## src/prs_params.svh

```systemverilog
`ifndef PRS_PARAMS_SVH
`define PRS_PARAMS_SVH

// Register byte offsets
`define PRS_OFF_CTRL 12'h000
`define PRS_OFF_RDIV 12'h004
`define PRS_OFF_NDIV 12'h008
`define PRS_OFF_STAT 12'h00c

// Control register bit positions
`define PRS_CTRL_PLL_PD 0
`define PRS_CTRL_REF_EN 1
`define PRS_CTRL_DIFF_MODE 2
`define PRS_CTRL_PRI_PD 3
`define PRS_CTRL_SEC_PD 4
`define PRS_CTRL_AUTO 5
`define PRS_CTRL_STAY 6
`define PRS_CTRL_DEGLITCH 7
`define PRS_CTRL_MAN_SEC 8
`define PRS_CTRL_PIN_SEL 9
`define PRS_CTRL_CNT_RST 10
`define PRS_CTRL_SYNC_R 12
`define PRS_CTRL_SYNC_AB 13

// Feedback divider field positions
`define PRS_NDIV_MODE_LSB 0
`define PRS_NDIV_A_LSB 8
`define PRS_NDIV_B_LSB 16

// Status register bit positions
`define PRS_STAT_ON_SEC 0
`define PRS_STAT_MISSING 1
`define PRS_STAT_PENDING 2
`define PRS_STAT_DIFF_PD 3
`define PRS_STAT_PRI_PD 4
`define PRS_STAT_SEC_PD 5

// Writable masks and reset values
`define PRS_CTRL_MASK 32'h000037ff
`define PRS_RDIV_MASK 32'h00003fff
`define PRS_NDIV_MASK 32'h1fff3f07
`define PRS_CTRL_RESET 32'h00000000
`define PRS_RDIV_RESET 32'h00000001
`define PRS_NDIV_RESET 32'h00030000

// Edge counts of the reference monitor
`define PRS_MISS_FALLS 2'h2
`define PRS_RETURN_RISES 3'h4

`endif

```

## src/prs_pkg.sv

```systemverilog
package prs_pkg;

	// Prescaler mode field encoding
	typedef enum logic [2:0] {
		PM_DM2 = 3'h0,
		PM_DM4 = 3'h1,
		PM_DM8 = 3'h2,
		PM_DM16 = 3'h3,
		PM_DM32 = 3'h4,
		PM_FD1 = 3'h5,
		PM_FD2 = 3'h6,
		PM_FD3 = 3'h7
	} prs_pmode_t;

	// Reference selection state
	typedef enum logic [1:0] {
		SEL_PRI = 2'h0,
		SEL_TO_SEC = 2'h1,
		SEL_SEC = 2'h2,
		SEL_TO_PRI = 2'h3
	} prs_sel_t;

	// Decoded prescaler setting
	typedef struct packed {
		logic dual;
		logic [5:0] base;
	} prs_pres_t;

	// Buffer power-down bundle
	typedef struct packed {
		logic diff;
		logic pri;
		logic sec;
	} prs_pd_t;

endpackage

```

## src/prs_ref_select_div.sv

```systemverilog
// Implementation choices: register access over APB and the address map.
`timescale 1ns/1ns
`default_nettype none
`include "prs_params.svh"

module prs_ref_select_div
	import prs_pkg::*;
#(
	parameter int R_W = 14,
	parameter int A_W = 6,
	parameter int B_W = 13
) (
	input wire logic pclk, // Bus and sampling clock
	input wire logic presetn, // Async reset, active low
	input wire logic psel, // APB select
	input wire logic penable, // APB access phase
	input wire logic pwrite, // APB direction
	input wire logic [11:0] paddr, // APB byte address
	input wire logic [31:0] pwdata, // APB write data
	input wire logic [3:0] pstrb, // APB byte strobes
	output logic [31:0] prdata, // APB read data
	output logic pready, // APB ready
	output logic pslverr, // APB error
	input wire logic primary_ref, // Primary reference pin
	input wire logic secondary_ref, // Secondary reference pin
	input wire logic vco_fb, // VCO or external clock feedback
	input wire logic sync_n, // Sync pin, active low
	input wire logic ref_sel_pin, // Reference select pin
	output logic diff_buf_pd, // Differential buffer power-down
	output logic primary_buf_pd, // Primary buffer power-down
	output logic secondary_buf_pd, // Secondary buffer power-down
	output logic on_secondary, // Secondary selected, or return to primary pending
	output logic pfd_ref_pulse, // Reference divider output pulse
	output logic pfd_fb_pulse // Feedback divider output pulse
);

	// Field positions cap the widths
	if (R_W < 2 || R_W > 14 || A_W < 1 || A_W > 6 || B_W < 2 || B_W > 13) begin : g_chk
		$error("prs_ref_select_div: unsupported counter width");
	end

	localparam int NS = 5;
	localparam logic [NS-1:0] SYNC_INIT = 5'h08;

	logic [31:0] ctrl;
	logic [31:0] rdiv;
	logic [31:0] ndiv;
	logic [NS-1:0] raw_in;
	logic [NS-1:0] lvl;
	logic [NS-1:0] lvl_q;
	logic [NS-1:0] rise;
	logic [NS-1:0] fall;
	prs_sel_t sel_state;
	prs_pd_t next_pd;
	logic [1:0] fall_cnt;
	logic [1:0] sfall_cnt;
	logic [2:0] rise_cnt;
	logic missing;
	logic auto_sec;
	logic [R_W-1:0] r_cnt;
	logic [5:0] p_cnt;
	logic [B_W-1:0] b_cnt;
	logic [B_W-1:0] a_cnt;

	// Byte-lane merge for register writes
	function automatic logic [31:0] prs_merge(input logic [31:0] old, input logic [31:0] wd,
		input logic [3:0] strb, input logic [31:0] mask);
		logic [31:0] res;
		res = old;
		for (int i = 0; i < 4; i++) begin
			if (strb[i]) begin
				res[i*8 +: 8] = wd[i*8 +: 8];
			end
		end
		return res & mask;
	endfunction

	// Prescaler mode decode
	function automatic prs_pres_t prs_decode(input logic [2:0] code);
		prs_pres_t d;
		d.dual = 1'b1;
		d.base = 6'h02;
		unique case (prs_pmode_t'(code))
			PM_DM2: d.base = 6'h02;
			PM_DM4: d.base = 6'h04;
			PM_DM8: d.base = 6'h08;
			PM_DM16: d.base = 6'h10;
			PM_DM32: d.base = 6'h20;
			PM_FD1: begin
				d.dual = 1'b0;
				d.base = 6'h01;
			end
			PM_FD2: begin
				d.dual = 1'b0;
				d.base = 6'h02;
			end
			PM_FD3: begin
				d.dual = 1'b0;
				d.base = 6'h03;
			end
		endcase
		return d;
	endfunction

	// Pin inputs: three flops, level moves when last two agree
	assign raw_in = {ref_sel_pin, sync_n, vco_fb, secondary_ref, primary_ref};
	for (genvar g = 0; g < NS; g++) begin : g_sync
		logic s1;
		logic s2;
		logic s3;
		logic held;
		always_ff @(posedge pclk or negedge presetn) begin
			if (!presetn) begin
				s1 <= SYNC_INIT[g];
				s2 <= SYNC_INIT[g];
				s3 <= SYNC_INIT[g];
				held <= SYNC_INIT[g];
			end else begin
				s1 <= raw_in[g];
				s2 <= s1;
				s3 <= s2;
				if (s2 == s3) begin
					held <= s3;
				end
			end
		end
		assign lvl[g] = held;
	end

	// Edge detect on the filtered levels
	always_ff @(posedge pclk or negedge presetn) begin
		if (!presetn) begin
			lvl_q <= SYNC_INIT;
		end else begin
			lvl_q <= lvl;
		end
	end
	assign rise = lvl & ~lvl_q;
	assign fall = ~lvl & lvl_q;

	logic pri_rise, pri_edge, sec_rise, sec_fall, sync_low, pin_sec;
	assign pri_rise = rise[0];
	assign pri_edge = rise[0] | fall[0];
	assign sec_rise = rise[1];
	assign sec_fall = fall[1];
	assign sync_low = ~lvl[3];
	assign pin_sec = lvl[4];

	// Control fields
	logic pll_pd, ref_en, diff_mode, auto_mode, stay, deglitch;
	assign pll_pd = ctrl[`PRS_CTRL_PLL_PD];
	assign ref_en = ctrl[`PRS_CTRL_REF_EN];
	assign diff_mode = ctrl[`PRS_CTRL_DIFF_MODE];
	assign auto_mode = ctrl[`PRS_CTRL_AUTO];
	assign stay = ctrl[`PRS_CTRL_STAY];
	assign deglitch = ctrl[`PRS_CTRL_DEGLITCH];

	// APB decode; reads take a word snapshot at the setup edge
	logic setup, wr_ok, unmapped;
	logic [31:0] stat_word;
	logic [31:0] rd_word;
	assign setup = psel & ~penable;
	assign wr_ok = psel & penable & pready & pwrite & ~pslverr;
	always_comb begin
		stat_word = 32'h00000000;
		stat_word[`PRS_STAT_ON_SEC] = on_secondary;
		stat_word[`PRS_STAT_MISSING] = missing;
		stat_word[`PRS_STAT_PENDING] = (sel_state == SEL_TO_SEC) || (sel_state == SEL_TO_PRI);
		stat_word[`PRS_STAT_DIFF_PD] = diff_buf_pd;
		stat_word[`PRS_STAT_PRI_PD] = primary_buf_pd;
		stat_word[`PRS_STAT_SEC_PD] = secondary_buf_pd;
		unmapped = 1'b0;
		case (paddr)
			`PRS_OFF_CTRL: rd_word = ctrl;
			`PRS_OFF_RDIV: rd_word = rdiv;
			`PRS_OFF_NDIV: rd_word = ndiv;
			`PRS_OFF_STAT: rd_word = stat_word;
			default: begin
				rd_word = 32'h00000000;
				unmapped = 1'b1;
			end
		endcase
	end

	// No wait state: answer registered during setup
	always_ff @(posedge pclk or negedge presetn) begin
		if (!presetn) begin
			pready <= 1'b0;
			prdata <= 32'h00000000;
			pslverr <= 1'b0;
		end else if (setup) begin
			pready <= 1'b1;
			prdata <= pwrite ? 32'h00000000 : rd_word;
			pslverr <= unmapped | (pwrite && paddr == `PRS_OFF_STAT);
		end else begin
			pready <= 1'b0;
			prdata <= 32'h00000000;
			pslverr <= 1'b0;
		end
	end

	// Register writes; reset leaves every reference disabled
	always_ff @(posedge pclk or negedge presetn) begin
		if (!presetn) begin
			ctrl <= `PRS_CTRL_RESET;
			rdiv <= `PRS_RDIV_RESET;
			ndiv <= `PRS_NDIV_RESET;
		end else if (wr_ok) begin
			if (paddr == `PRS_OFF_CTRL) begin
				ctrl <= prs_merge(ctrl, pwdata, pstrb, `PRS_CTRL_MASK);
			end
			if (paddr == `PRS_OFF_RDIV) begin
				rdiv <= prs_merge(rdiv, pwdata, pstrb, `PRS_RDIV_MASK);
			end
			if (paddr == `PRS_OFF_NDIV) begin
				ndiv <= prs_merge(ndiv, pwdata, pstrb, `PRS_NDIV_MASK);
			end
		end
	end

	// Buffer power-down decode
	always_comb begin
		next_pd.diff = pll_pd | ~ref_en | ~diff_mode;
		next_pd.pri = pll_pd | ~ref_en | diff_mode | ctrl[`PRS_CTRL_PRI_PD];
		next_pd.sec = pll_pd | ~ref_en | diff_mode | ctrl[`PRS_CTRL_SEC_PD];
	end
	always_ff @(posedge pclk or negedge presetn) begin
		if (!presetn) begin
			diff_buf_pd <= 1'b1;
			primary_buf_pd <= 1'b1;
			secondary_buf_pd <= 1'b1;
		end else begin
			diff_buf_pd <= next_pd.diff;
			primary_buf_pd <= next_pd.pri;
			secondary_buf_pd <= next_pd.sec;
		end
	end

	// Primary monitor, watched by secondary falls
	logic miss_set, recover;
	assign miss_set = ~missing & sec_fall & ~pri_edge & (fall_cnt == `PRS_MISS_FALLS - 2'h1);
	assign recover = missing & pri_rise & (sfall_cnt != 2'h2) &
		(rise_cnt == `PRS_RETURN_RISES - 3'h1);
	always_ff @(posedge pclk or negedge presetn) begin
		if (!presetn) begin
			fall_cnt <= 2'h0;
			sfall_cnt <= 2'h0;
			rise_cnt <= 3'h0;
			missing <= 1'b0;
		end else begin
			if (pri_edge) begin
				fall_cnt <= 2'h0;
			end else if (sec_fall && fall_cnt != `PRS_MISS_FALLS) begin
				fall_cnt <= fall_cnt + 2'h1;
			end
			if (pri_rise) begin
				sfall_cnt <= 2'h0;
			end else if (sec_fall && sfall_cnt != 2'h2) begin
				sfall_cnt <= sfall_cnt + 2'h1;
			end
			// Two secondary falls restart the return count
			if (miss_set) begin
				rise_cnt <= 3'h0;
			end else if (pri_rise) begin
				rise_cnt <= (sfall_cnt == 2'h2) ? 3'h1 : rise_cnt + 3'h1;
			end
			if (miss_set) begin
				missing <= 1'b1;
			end else if (recover) begin
				missing <= 1'b0;
			end
		end
	end

	// Automatic choice; leaving auto mode drops it
	always_ff @(posedge pclk or negedge presetn) begin
		if (!presetn) begin
			auto_sec <= 1'b0;
		end else if (!auto_mode || diff_mode) begin
			auto_sec <= 1'b0;
		end else if (miss_set) begin
			auto_sec <= 1'b1;
		end else if (recover && !stay) begin
			// prefer mode returns, stay mode holds
			auto_sec <= 1'b0;
		end
	end

	// Requested reference and switching state
	logic want_sec, hold_gate;
	assign want_sec = auto_mode ? auto_sec :
		(ctrl[`PRS_CTRL_PIN_SEL] ? pin_sec : ctrl[`PRS_CTRL_MAN_SEC]);
	// Auto entry to secondary always waits for its rising edge
	assign hold_gate = deglitch | auto_mode;
	always_ff @(posedge pclk or negedge presetn) begin
		if (!presetn) begin
			sel_state <= SEL_PRI;
		end else begin
			unique case (sel_state)
				SEL_PRI: if (want_sec && !diff_mode) begin
					sel_state <= hold_gate ? SEL_TO_SEC : SEL_SEC;
				end
				SEL_TO_SEC: if (!want_sec || diff_mode) begin
					sel_state <= SEL_PRI;
				end else if (sec_rise) begin
					sel_state <= SEL_SEC;
				end
				SEL_SEC: if (!want_sec || diff_mode) begin
					sel_state <= deglitch ? SEL_TO_PRI : SEL_PRI;
				end
				SEL_TO_PRI: if (want_sec && !diff_mode) begin
					sel_state <= SEL_SEC;
				end else if (pri_rise) begin
					sel_state <= SEL_PRI;
				end
			endcase
		end
	end

	always_ff @(posedge pclk or negedge presetn) begin
		if (!presetn) begin
			on_secondary <= 1'b0;
		end else begin
			on_secondary <= (sel_state == SEL_SEC) || (sel_state == SEL_TO_PRI);
		end
	end

	// Reference edge into the divider; old reference blocked while pending
	logic ref_edge;
	always_comb begin
		if (diff_mode) begin
			ref_edge = pri_rise & ~diff_buf_pd;
		end else if (sel_state == SEL_PRI || sel_state == SEL_TO_PRI) begin
			ref_edge = pri_rise & ~primary_buf_pd;
		end else begin
			ref_edge = sec_rise & ~secondary_buf_pd;
		end
	end

	// Counter resets from software bit or sync pin
	logic r_rst, ab_rst;
	assign r_rst = ctrl[`PRS_CTRL_CNT_RST] | (ctrl[`PRS_CTRL_SYNC_R] & sync_low);
	assign ab_rst = ctrl[`PRS_CTRL_CNT_RST] | (ctrl[`PRS_CTRL_SYNC_AB] & sync_low);

	// Reference divider
	logic [R_W-1:0] r_val, r_last;
	assign r_val = rdiv[R_W-1:0];
	// zero and one divide by one
	assign r_last = (r_val < R_W'(2)) ? '0 : r_val - R_W'(1);
	always_ff @(posedge pclk or negedge presetn) begin
		if (!presetn) begin
			r_cnt <= '0;
			pfd_ref_pulse <= 1'b0;
		end else if (r_rst) begin
			r_cnt <= '0;
			pfd_ref_pulse <= 1'b0;
		end else if (ref_edge) begin
			if (r_cnt >= r_last) begin
				r_cnt <= '0;
				pfd_ref_pulse <= 1'b1;
			end else begin
				r_cnt <= r_cnt + R_W'(1);
				pfd_ref_pulse <= 1'b0;
			end
		end else begin
			pfd_ref_pulse <= 1'b0;
		end
	end

	// Feedback divider settings
	prs_pres_t pres;
	logic [B_W-1:0] a_eff, b_last;
	logic [5:0] cur_mod;
	logic pres_tick;
	assign pres = prs_decode(ndiv[`PRS_NDIV_MODE_LSB +: 3]);
	// swallow unused in fixed mode; zero is zero
	assign a_eff = pres.dual ? B_W'(ndiv[`PRS_NDIV_A_LSB +: A_W]) : '0;
	assign b_last = (ndiv[`PRS_NDIV_B_LSB +: B_W] == '0) ? '0 :
		ndiv[`PRS_NDIV_B_LSB +: B_W] - B_W'(1);
	assign cur_mod = pres.base + {5'h00, (pres.dual && a_cnt < a_eff)};
	assign pres_tick = rise[2] && (p_cnt >= cur_mod - 6'h01);

	// Prescaler counts feedback clock edges
	always_ff @(posedge pclk or negedge presetn) begin
		if (!presetn) begin
			p_cnt <= 6'h00;
		end else if (ab_rst) begin
			p_cnt <= 6'h00;
		end else if (rise[2]) begin
			p_cnt <= pres_tick ? 6'h00 : p_cnt + 6'h01;
		end
	end

	// main and swallow counters on prescaler output
	always_ff @(posedge pclk or negedge presetn) begin
		if (!presetn) begin
			b_cnt <= '0;
			a_cnt <= '0;
			pfd_fb_pulse <= 1'b0;
		end else if (ab_rst) begin
			b_cnt <= '0;
			a_cnt <= '0;
			pfd_fb_pulse <= 1'b0;
		end else if (pres_tick) begin
			if (b_cnt >= b_last) begin
				b_cnt <= '0;
				a_cnt <= '0;
				pfd_fb_pulse <= 1'b1;
			end else begin
				b_cnt <= b_cnt + B_W'(1);
				a_cnt <= a_cnt + B_W'(1);
				pfd_fb_pulse <= 1'b0;
			end
		end else begin
			pfd_fb_pulse <= 1'b0;
		end
	end

endmodule
`default_nettype wire

```

## config.mk

```make
export PLATFORM = sky130hd
export DESIGN_NAME = prs_ref_select_div
export DESIGN_NICKNAME = d
export VERILOG_FILES = /design/src/prs_pkg.sv /design/src/prs_ref_select_div.sv
export VERILOG_INCLUDE_DIRS = /design/src
export SDC_FILE = /design/constraint.sdc
export NUM_CORES = 1
export LEC_CHECK = 0
export ABC_AREA = 0
export BUFFER_PORTS_ARGS = -buffer_cell sky130_fd_sc_hd__buf_2
export CORE_MARGIN = 2
export CORE_UTILIZATION = 40
export CTS_CLUSTER_DIAMETER = 40
export CTS_CLUSTER_SIZE = 14
export DETAILED_ROUTE_END_ITERATION = 10
export HOLD_SLACK_MARGIN = 0.06
export PLACE_DENSITY = 0.56
export SLEW_MARGIN = 40
export SYNTH_ARGS = -nofsm -noshare
export SYNTH_HDL_FRONTEND = slang
export SYNTH_SLANG_ARGS = --single-unit
```

## constraint.sdc

```tcl
create_clock -name pclk -period 3.9 [get_ports pclk]
set_input_delay 0.975 -clock pclk [delete_from_list [all_inputs] [get_ports pclk]]
set_output_delay 0.975 -clock pclk [all_outputs]
set_load 0.1 [all_outputs]
```

==> impl_metrics.yaml, run 1 <==
status:
  outcome: "completed"
pwr:
  p_sw_share_pct: 28.93
  pwr-share-clk_pct: 40.4
  power.density_nw_per_um2: 410.2
  internal_power_w: 0.002999
  power_frac_seq_pct: 43.8
  comb_power_share_pct: 15.8
  p_leak_nw: 4.885
  switching_power_w: 0.001221
  vdd_ir_drop_max_mv: 0.2137
layout:
  nets: 1043
  diodes: 0
  design_area_sq_um: 10290
  final-instance-count-excl-fill: 1216
  final_common_cell: "dfrtp_1"
  drive_gt1_share_pct: 27.21
  fin_util_pct: 49.09
  final_cell_mix: "dfrtp_1, nor2_1, buf_2"
  area_growth_pct: 20.52
setup_path:
  endpoint_kind: "flip-flop"
  path_cells: "o21ai_2 > nand2_1 > ha_1 > a21o_1 > a21o_1 > a21o_1 > a21oi_2 > o21ai_2 > ha_2 > buf_6 > xnor2_4 > nand2_1 > nor2_1 > a21oi_1 > ha_1 > o211ai_1 > a21oi_2 > buf_4 > o21ai_2 > buf_6 > o21ai_4 > buf_4 > nor2_1"
  crit_fanout: 6
  crit_path_start_kind: "flip-flop"
  critical_path_buf_inv_count: 4
  crit_arrival_ps: 4130
  path_class: "reg2reg"
  slowest_delay_ps: 390
  slowest_stage: "dfrtp_1"
  path_delay_family: "compound AO/OA/AOI/OAI gates"
  worst-endpoint-required_ps: 4220
floorplanning:
  initial_core_util_pct: 40.73
  die_w_um: 150.1
  die-area_sq_um: 22520
  boundaryPins: 98
  core.rowCount: 53
  core_sq_um: 20960
  die_h_um: 150.1
drt:
  routed_wl_um: 19460
  drc: 0
  ant_nets: 0
  num_vias: 6184
  drtIter0Drc: 222
  post_drt_wl_per_cell_um: 16.00
  viasPerCell: 5.086
  firstDrtPassIters: 5
placed_design:
  dpl.cell_count: 1180
  hpwl_um: 14150
  place_area_sq_um: 9454
  routabilityCongestion: 0.7539
  port_buffers: 87
timing:
  fmax_mhz: 262.3
  setup_viol: 0
  fin_tns_setup_ps: 0
  slew_headroom_pct: 49.51
  tightest_slew_ps: 757.4
  fin_crit_ps: 3812
  rsz0062_at_grt: "true"
  drv_slew: 0
  hold_violations: 0
  finalClockSkew_ps: 8.053
  fin_crit_sh_pct: 97.74
global_route:
  grt_pass1_vias: 6268
  grt_max_degree: 62
  grt_pass1_wl_um: 32720
  grt-ovfl-total: 0
  grt_usage_pct: 18.52
  antenna_found_initial: 0
logic_synthesis:
  ys_seq_elements: 164
  ys.flop_type: "dfrtp_1"
  async_flop_share_pct: 100.0
  yosysTopAreaCell: "dfrtp_1"
  ys_types: 61
  synth_edf_count: 0
  synth_warnings: 0
  synthTopCellsByArea: "dfrtp_1, ha_1, mux2_2"
  synth_top_area_share_pct: 45.15
  syn_avg_cell_area_sq_um: 10.52
  yosysSeqAreaShare_pct: 48.23
  syn_inst: 811
  syn_area_sq_um: 8536
clocking:
  clock_sinks: 164
  cts_buffer_depth: 2
  cts_tree: "done"
  postCtsHoldBufs: 0
  clkTransAtPathRegs_ps: 70
  cts-root-buf: "clkbuf_16"
  cts_buffers: 17
  htree_levels: 4
  clock_latency_ps: 430
job:
  maxCapViolCount: 0
worst_hold_path:
  worstHoldPathType: "reg2reg"
through the flow:
step                setup slack (ps)  power, W  hold slack [ps]
global route                  -185.0  0.004442            354.4
global placement              -31.99  0.002460            334.0
CTS                           -4.194  0.004212            352.1
floorplan                      21.13  0.002251            331.2
finish                         88.25  0.004220            350.3
detailed placement            -59.70  0.002467            337.0
final timing paths:
path	startpoint	to	slack (ps)	cells after the start
max reg2reg	ndiv[1]	b_cnt[5]	90	23
min	g_sync[1].s1	g_sync[1].s2	350	0
max in group asynchronous	presetn	g_sync[3].s1	2560	2
min in group asynchronous	presetn	prdata[8]	520	1
max	ndiv[1]	b_cnt[5]	90	23
min reg2reg	g_sync[1].s1	g_sync[1].s2	350	0
layout make-up:
class,count,area [sq um]
clock inverters,15,176.4
inverters,24,90.09
clock buffers,17,425.4
repair buffers,121,732.0
flip-flops and latches,164,4116
multi-input cells,600,4403
fillers,1967,10670
well taps,275,344.1
what timing repair did:
action,in CTS,in global routing
gates cloned,0,2
buffers inserted,1,1
pin swaps,3,31
resized for setup,5,43
setup endpoints to repair,13,37
cell families (layout without fill, tap and decap cells):
family	after synthesis	in the layout	synth area share, %
xor+xnor	53	53	5.438
buf+inv	51	177	2.595
other cells	1	5	0.04393
mux	66	66	8.810
fa+ha+maj	62	62	8.942
simple gates	300	300	17.47
compound gates	114	114	8.473
flops	164	164	48.23
flip-flops by register name (all words and copies together), names as in the netlist, 2 cells and up:
signal / count
prdata: 27
r_cnt: 14
lvl_q: 3
p_cnt: 6
b_cnt: 13
g_sync.s2: 5
sel_state: 2
a_cnt: 13
rdiv: 14
g_sync.s3: 5
g_sync.held: 5
fall_cnt: 2
rise_cnt: 3
ctrl: 13
g_sync.s1: 5
ndiv: 22
sfall_cnt: 2
per-layer routing:
layer	up-vias	share of wire, %	wire length, um	track usage, %
met4	0	1.1	223	5.283
met5	-	0	0	0
met3	19	3.7	724	3.171
li1	3080	-	-	-
met1	2987	48	9274	26.30
met2	98	47	9238	29.20
power by group through the flow:
stage / sequential [W] / clock [W] / combinational, W
after CTS: 0.00185 / 0.00175 / 0.000613
after floorplan: 0.00193 / 0 / 0.000318
after global routing: 0.00186 / 0.00183 / 0.000749
after detailed placement: 0.00188 / 0 / 0.000589
final: 0.00185 / 0.00171 / 0.000667
after global placement: 0.00188 / 0 / 0.000581
Yosys cell counts, drive strengths merged, types with 3 or more instances:
master and n:
a22oi 3, ha 57, nand4b 3, o2111ai 5, dfrtp 154, and3 9, inv 24, o211ai 6
nand2b 13, buf 10, and2 15, xor2 30, a22o 3, mux2i 11, nor3b 3, mux2 53
a21boi 3, nor2b 8, xnor2 23, o21bai 3, o31ai 4, a211oi 8, a21oi 41, clkbuf 17
a21o 6, o21ai 22, nand2 68, nand4 14, nor2 92, and4 4, maj3 5, dfstp 10
nor3 17, or2 4, or3 10, nand3 21, nor4 10
No activity file was read; power rests on OpenSTA's default activity.
==> inputs of run 2 (changes only) <==
--- a/config.mk
+++ b/config.mk
@@ -13,6 +13,7 @@
 export CTS_CLUSTER_DIAMETER = 40
 export CTS_CLUSTER_SIZE = 14
 export DETAILED_ROUTE_END_ITERATION = 10
+export GPL_TIMING_DRIVEN = 0
 export HOLD_SLACK_MARGIN = 0.06
 export PLACE_DENSITY = 0.56
 export SLEW_MARGIN = 40
==> run 2 against run 1 <==
Largest power group unchanged. Die area did not move. Global-route usage rose by 0.063 points. Fmax rose by 0.56%. Combinational power rose by 8.5%. Non-clock buffer count rose by 13. First-iteration DRC count rose by 7.2%. Flip-flop and latch count did not move. Core utilization rose by 0.93 points. Sequential power barely moved. Cell area rose by 1.9%. Power rose by 1.5%.
==> impl_metrics.yaml, run 2 (synthesized netlist as in run 1, its figures left out) <==
timing:
  hold_violations: 0
  whs_ps: 347.7
  fmax_mhz: 263.8
  fin_crit_ps: 3791
  fin_crit_sh_pct: 97.19
  tightest_slew_ps: 717.8
  slew_headroom_pct: 52.14
  final.setup.worst_slack_ps: 109.4
  drv_slew: 0
  finalClockSkew_ps: 10.07
  rsz0062_at_grt: "true"
  setup_viol: 0
placed_design:
  port_buffers: 86
  hpwl_um: 14480
  routabilityCongestion: 0.7840
  pre_cts_ws_ps: -618.1
layout:
  final_common_cell: "dfrtp_1"
  area_growth_pct: 22.81
  nets: 1056
  reg.largest.list: "prdata (27), ndiv (22)"
  drive_gt1_share_pct: 28.20
  largest-register: "prdata"
  largest_reg_flops: 27
  final_cell_mix: "dfrtp_1, buf_2, nor2_1"
pwr:
  switching_power_w: 0.001211
  p_leak_nw: 4.962
  vdd_ir_drop_max_mv: 0.2408
  comb_power_share_pct: 16.9
  p_total_w: 0.004283
  p_sw_share_pct: 28.27
  power.density_nw_per_um2: 408.6
  power_frac_seq_pct: 43.1
  pwr-share-clk_pct: 40.0
  internal_power_w: 0.003072
global_route:
  grt_usage_pct: 18.59
  grt_max_degree: 71
  antenna_found_initial: 1
  grt_pass1_wl_um: 32420
  grt-ovfl-total: 0
  grt_pass1_vias: 6182
floorplanning:
  die_w_um: 150.1
  core_sq_um: 20960
  boundaryPins: 98
  initial_core_util_pct: 40.73
  die_h_um: 150.1
  die-area_sq_um: 22520
  core.rowCount: 53
setup_path:
  startpoint: "ndiv[0]"
  path_class: "reg2reg"
  crit_fanout: 5
  worst-endpoint-required_ps: 4220
  crit_arrival_ps: 4110
  crit_path_start_kind: "flip-flop"
  endpoint_kind: "flip-flop"
  r2r_start: "ndiv[0]"
clocking:
  cts_buffer_depth: 2
  clock_sinks: 164
  cts_tree: "done"
  clkTransAtPathRegs_ps: 60
  postCtsHoldBufs: 0
  cts_buffers: 17
  cts-root-buf: "clkbuf_16"
  htree_levels: 4
  clock_latency_ps: 430
drt:
  ant_nets: 0
  post_drt_wl_per_cell_um: 16.22
  routed_wl_um: 19950
  drc: 0
  firstDrtPassIters: 5
  drtIter0Drc: 238
  num_vias: 6209
  viasPerCell: 5.048
worst_hold_path:
  min_from: "g_sync[4].s1"
  worstHoldPathType: "reg2reg"
job:
  maxCapViolCount: 0
status:
  outcome: "completed"
-- run 2: cell count changes in the layout (fill, tap and decap cells not counted), moves of 4 or more --
cell,change
buf_6,+7
buf_4,-11
clkbuf_1,+13
nor2_1,-5
nor2_2,+4
-- run 2: per-stage QoR --
stage | utilization, % | area (sq um) | setup TNS (ps) | std cells
finish | 50.02 | 10480 | 0 | 1230
CTS | 48.52 | 10170 | -5.004 | 1217
global route | 50.02 | 10480 | -2141 | 1230
floorplan | - | 8566 | 0 | 815
global placement | 44.57 | 9340 | -132370 | 1176
detailed placement | 44.88 | 9405 | -17840 | 1178
-- run 2: path summary, 6_finish.rpt --
kind                                 to  slack, ps  cells past startpoint
max in group asynchronous  g_sync[3].s3       2800                      2
min reg2reg                g_sync[4].s2        350                      0
max                            a_cnt[5]        110                     21
max reg2reg                    a_cnt[5]        110                     21
min                        g_sync[4].s2        350                      0
min in group asynchronous  sfall_cnt[0]        420                      1
-- run 2: final cells by class --
type / count / area, sq um
fillers: 1962 / 10470
clock inverters: 12 / 147.6
diodes: 1 / 2.502
multi-input cells: 600 / 4464
clock buffers: 20 / 456.7
repair buffers: 110 / 711.9
plain buffers: 24 / 145.1
flip-flops and latches: 164 / 4120
inverters: 24 / 90.09
well taps: 275 / 344.1
-- run 2: power groups by stage --
stage	sequential (W)	combinational [W]	clock (W)
3_5_place_dp	0.00188	0.000560	0
4_1_cts	0.00185	0.000634	0.00175
2_1_floorplan	0.00193	0.000318	0
6_report	0.00185	0.000724	0.00171
3_3_place_gp	0.00188	0.000546	0
5_1_grt	0.00186	0.000805	0.00183
-- run 2: critical path, cell delays in order, from the launching register on --
cell and delay (ps):
dfrtp_2 430, o21ai_4 190, buf_6 140, nand2_1 60, ha_1 270, a21o_1 150, a21o_1 160, a21oi_2 140
o21ai_2 70, ha_2 190, ha_4 180, nor4bb_4 280, a21oi_2 60, ha_2 200, a211oi_2 200, nand2_2 90
buf_4 150, o21ai_4 240, buf_6 140, a211oi_2 60, xnor2_1 210, nor2_2 50
-- run 2: timing repair --
action	CTS	global route
gates resized for setup	26	49
pin swaps	15	35
cloned	0	3
setup endpoints to repair	33	41
buffers inserted	9	10
-- run 2: metal layers --
| layer | GRT usage, % | up-vias | wire length, um |
|---|---|---|---|
| li1 | - | 3115 | - |
| met3 | 4.055 | 18 | 568 |
| met5 | 0 | - | 0 |
| met1 | 25.90 | 2996 | 9705 |
| met2 | 28.97 | 80 | 9400 |
| met4 | 5.802 | 0 | 278 |
==> inputs of run 3 (changes only) <==
--- a/config.mk
+++ b/config.mk
@@ -7,15 +7,15 @@
 export NUM_CORES = 1
 export LEC_CHECK = 0
 export ABC_AREA = 0
-export BUFFER_PORTS_ARGS = -buffer_cell sky130_fd_sc_hd__buf_2
 export CORE_MARGIN = 2
 export CORE_UTILIZATION = 40
 export CTS_CLUSTER_DIAMETER = 40
 export CTS_CLUSTER_SIZE = 14
 export DETAILED_ROUTE_END_ITERATION = 10
+export DONT_BUFFER_PORTS = 1
 export GPL_TIMING_DRIVEN = 0
 export HOLD_SLACK_MARGIN = 0.06
-export PLACE_DENSITY = 0.56
+export PLACE_DENSITY = 0.52
 export SLEW_MARGIN = 40
 export SYNTH_ARGS = -nofsm -noshare
 export SYNTH_HDL_FRONTEND = slang
==> run 3 against run 2 <==
Via count down 2.2%. Die area stayed put. Global-route usage is 0.10 points lower. First-iteration DRC count up 41%. Worst setup slack worse by 31 ps.
==> impl_metrics.yaml, run 3 (synthesized netlist as in run 1, its figures left out) <==
clocking:
  cts_buffers: 17
  cts-root-buf: "clkbuf_16"
  clock_latency_ps: 430
  htree_levels: 4
  clkTransAtPathRegs_ps: 70
  cts_tree: "done"
  cts_buffer_depth: 2
  clock_sinks: 164
  postCtsHoldBufs: 0
drt:
  post_drt_wl_per_cell_um: 17.83
  drc: 0
  viasPerCell: 5.344
  ant_nets: 0
  routed_wl_um: 20260
  drtIter0Drc: 335
  num_vias: 6071
  firstDrtPassIters: 4
timing:
  setup_viol: 0
  tightest_slew_ps: 890.9
  final.setup.worst_slack_ps: 78.34
  hold_violations: 0
  whs_ps: 240.2
  finalClockSkew_ps: 9.235
  slew_headroom_pct: 40.65
  fmax_mhz: 261.7
  fin_crit_ps: 3822
  rsz0062_at_grt: "true"
  drv_slew: 0
  fin_crit_sh_pct: 97.99
  fin_tns_setup_ps: 0
layout:
  nFillCells: 1941
  final_common_cell: "dfrtp_1"
  final_cell_mix: "dfrtp_1, nor2_1, nand2_1"
  final-instance-count-excl-fill: 1136
  reg.largest.list: "prdata (27), ndiv (22)"
  design_area_sq_um: 9867
  largest-register: "prdata"
  diodes: 0
  area_growth_pct: 15.60
  largest_reg_flops: 27
  drive_gt1_share_pct: 21.14
  nets: 963
global_route:
  met3_usage_pct: 4.512
  grt.busiest_layer: "met2"
  grt_pass1_wl_um: 32270
  grt_pass1_vias: 6162
  grt_util_met2_pct: 30.98
  grt-ovfl-total: 0
  antenna_found_initial: 0
  grt.met1_usage_pct: 23.82
  grt_usage_pct: 18.49
  grt_max_degree: 165
setup_path:
  cp_common_cell: "a21o_1"
  worst-r2r-cell-count: 20
  slowest_stage: "dfrtp_2"
  endpoint_kind: "flip-flop"
  crit_path_start_kind: "flip-flop"
  path_cells: "o21ai_4 > nand2_1 > ha_1 > a21o_1 > a21o_1 > a21o_1 > a21oi_2 > o21ai_2 > ha_4 > ha_4 > nor4bb_2 > a21oi_1 > ha_2 > a211oi_2 > nand2_2 > buf_4 > o21ai_4 > a211oi_2 > xnor2_1 > nor2_2"
  path_delay_family: "compound AO/OA/AOI/OAI gates"
  path_class: "reg2reg"
  crit_fanout: 5
  critical_path_buf_inv_count: 1
  worst-endpoint-required_ps: 4220
  crit_arrival_ps: 4140
  crit_cells: 20
  slowest_delay_ps: 430
placed_design:
  place_area_sq_um: 8916
  routabilityCongestion: 0.7930
  port_buffers: 0
  pre_cts_ws_ps: -582.8
  dpl.cell_count: 1090
  hpwl_um: 14490
pwr:
  p_leak_nw: 4.464
  power.density_nw_per_um2: 419.2
  vdd_ir_drop_max_mv: 0.2989
floorplanning:
  core_sq_um: 20960
  initial_core_util_pct: 40.73
  core.rowCount: 53
  boundaryPins: 98
  die-area_sq_um: 22520
  die_w_um: 150.1
  die_h_um: 150.1
worst_hold_path:
  worstHoldPathType: "in2async"
job:
  maxCapViolCount: 0
status:
  outcome: "completed"
run 3: final timing paths:
path,from,endpoint,slack (ps)
setup / recovery,ndiv[0],a_cnt[8],80
hold / removal,presetn,rise_cnt[2],240
setup reg to reg,ndiv[0],a_cnt[8],80
hold reg to reg,g_sync[4].s1,g_sync[4].s2,350
max in group asynchronous,presetn,ndiv[16],3380
min in group pclk,g_sync[4].s1,g_sync[4].s2,350
run 3: repair_timing:
item	in CTS	in global routing
buffers inserted	7	7
pin swaps	5	30
resized for setup	26	39
gates cloned	0	2
setup endpoints to repair	34	41
run 3: report_power, final:
group	internal, W	switching (W)	total, W
registers	0.00178	0.000140	0.00192
logic	0.000229	0.000336	0.000566
clock network	0.000945	0.000701	0.00165
total	0.00296	0.00118	0.00414
run 3: cell type report:
class / count / area (sq um) / share of cell area, %
Clock inverter: 12 / 131.4 / 1.331
Sequential cell: 164 / 4133 / 41.88
Buffer: 25 / 153.9 / 1.560
Clock buffer: 20 / 436.7 / 4.426
Tap cell: 275 / 344.1 / 3.487
Inverter: 24 / 90.09 / 0.9130
Multi-Input combinational cell: 601 / 4462 / 45.22
Timing Repair Buffer: 15 / 116.4 / 1.179
run 3: per-stage QoR:
step / util [%] / power [W]
finish: 47.09 / 0.004137
global route: 47.09 / 0.004326
CTS: 45.98 / 0.004081
detailed placement: 42.55 / 0.002366
global placement: 42.52 / 0.002335
floorplan: - / 0.002251
run 3: routing by layer:
| metal | share of wire [%] | routed length [um] |
|---|---|---|
| met5 | 0 | 0 |
| met4 | 1.2 | 244 |
| met3 | 5.3 | 1069 |
| met2 | 50 | 10030 |
| met1 | 44 | 8913 |
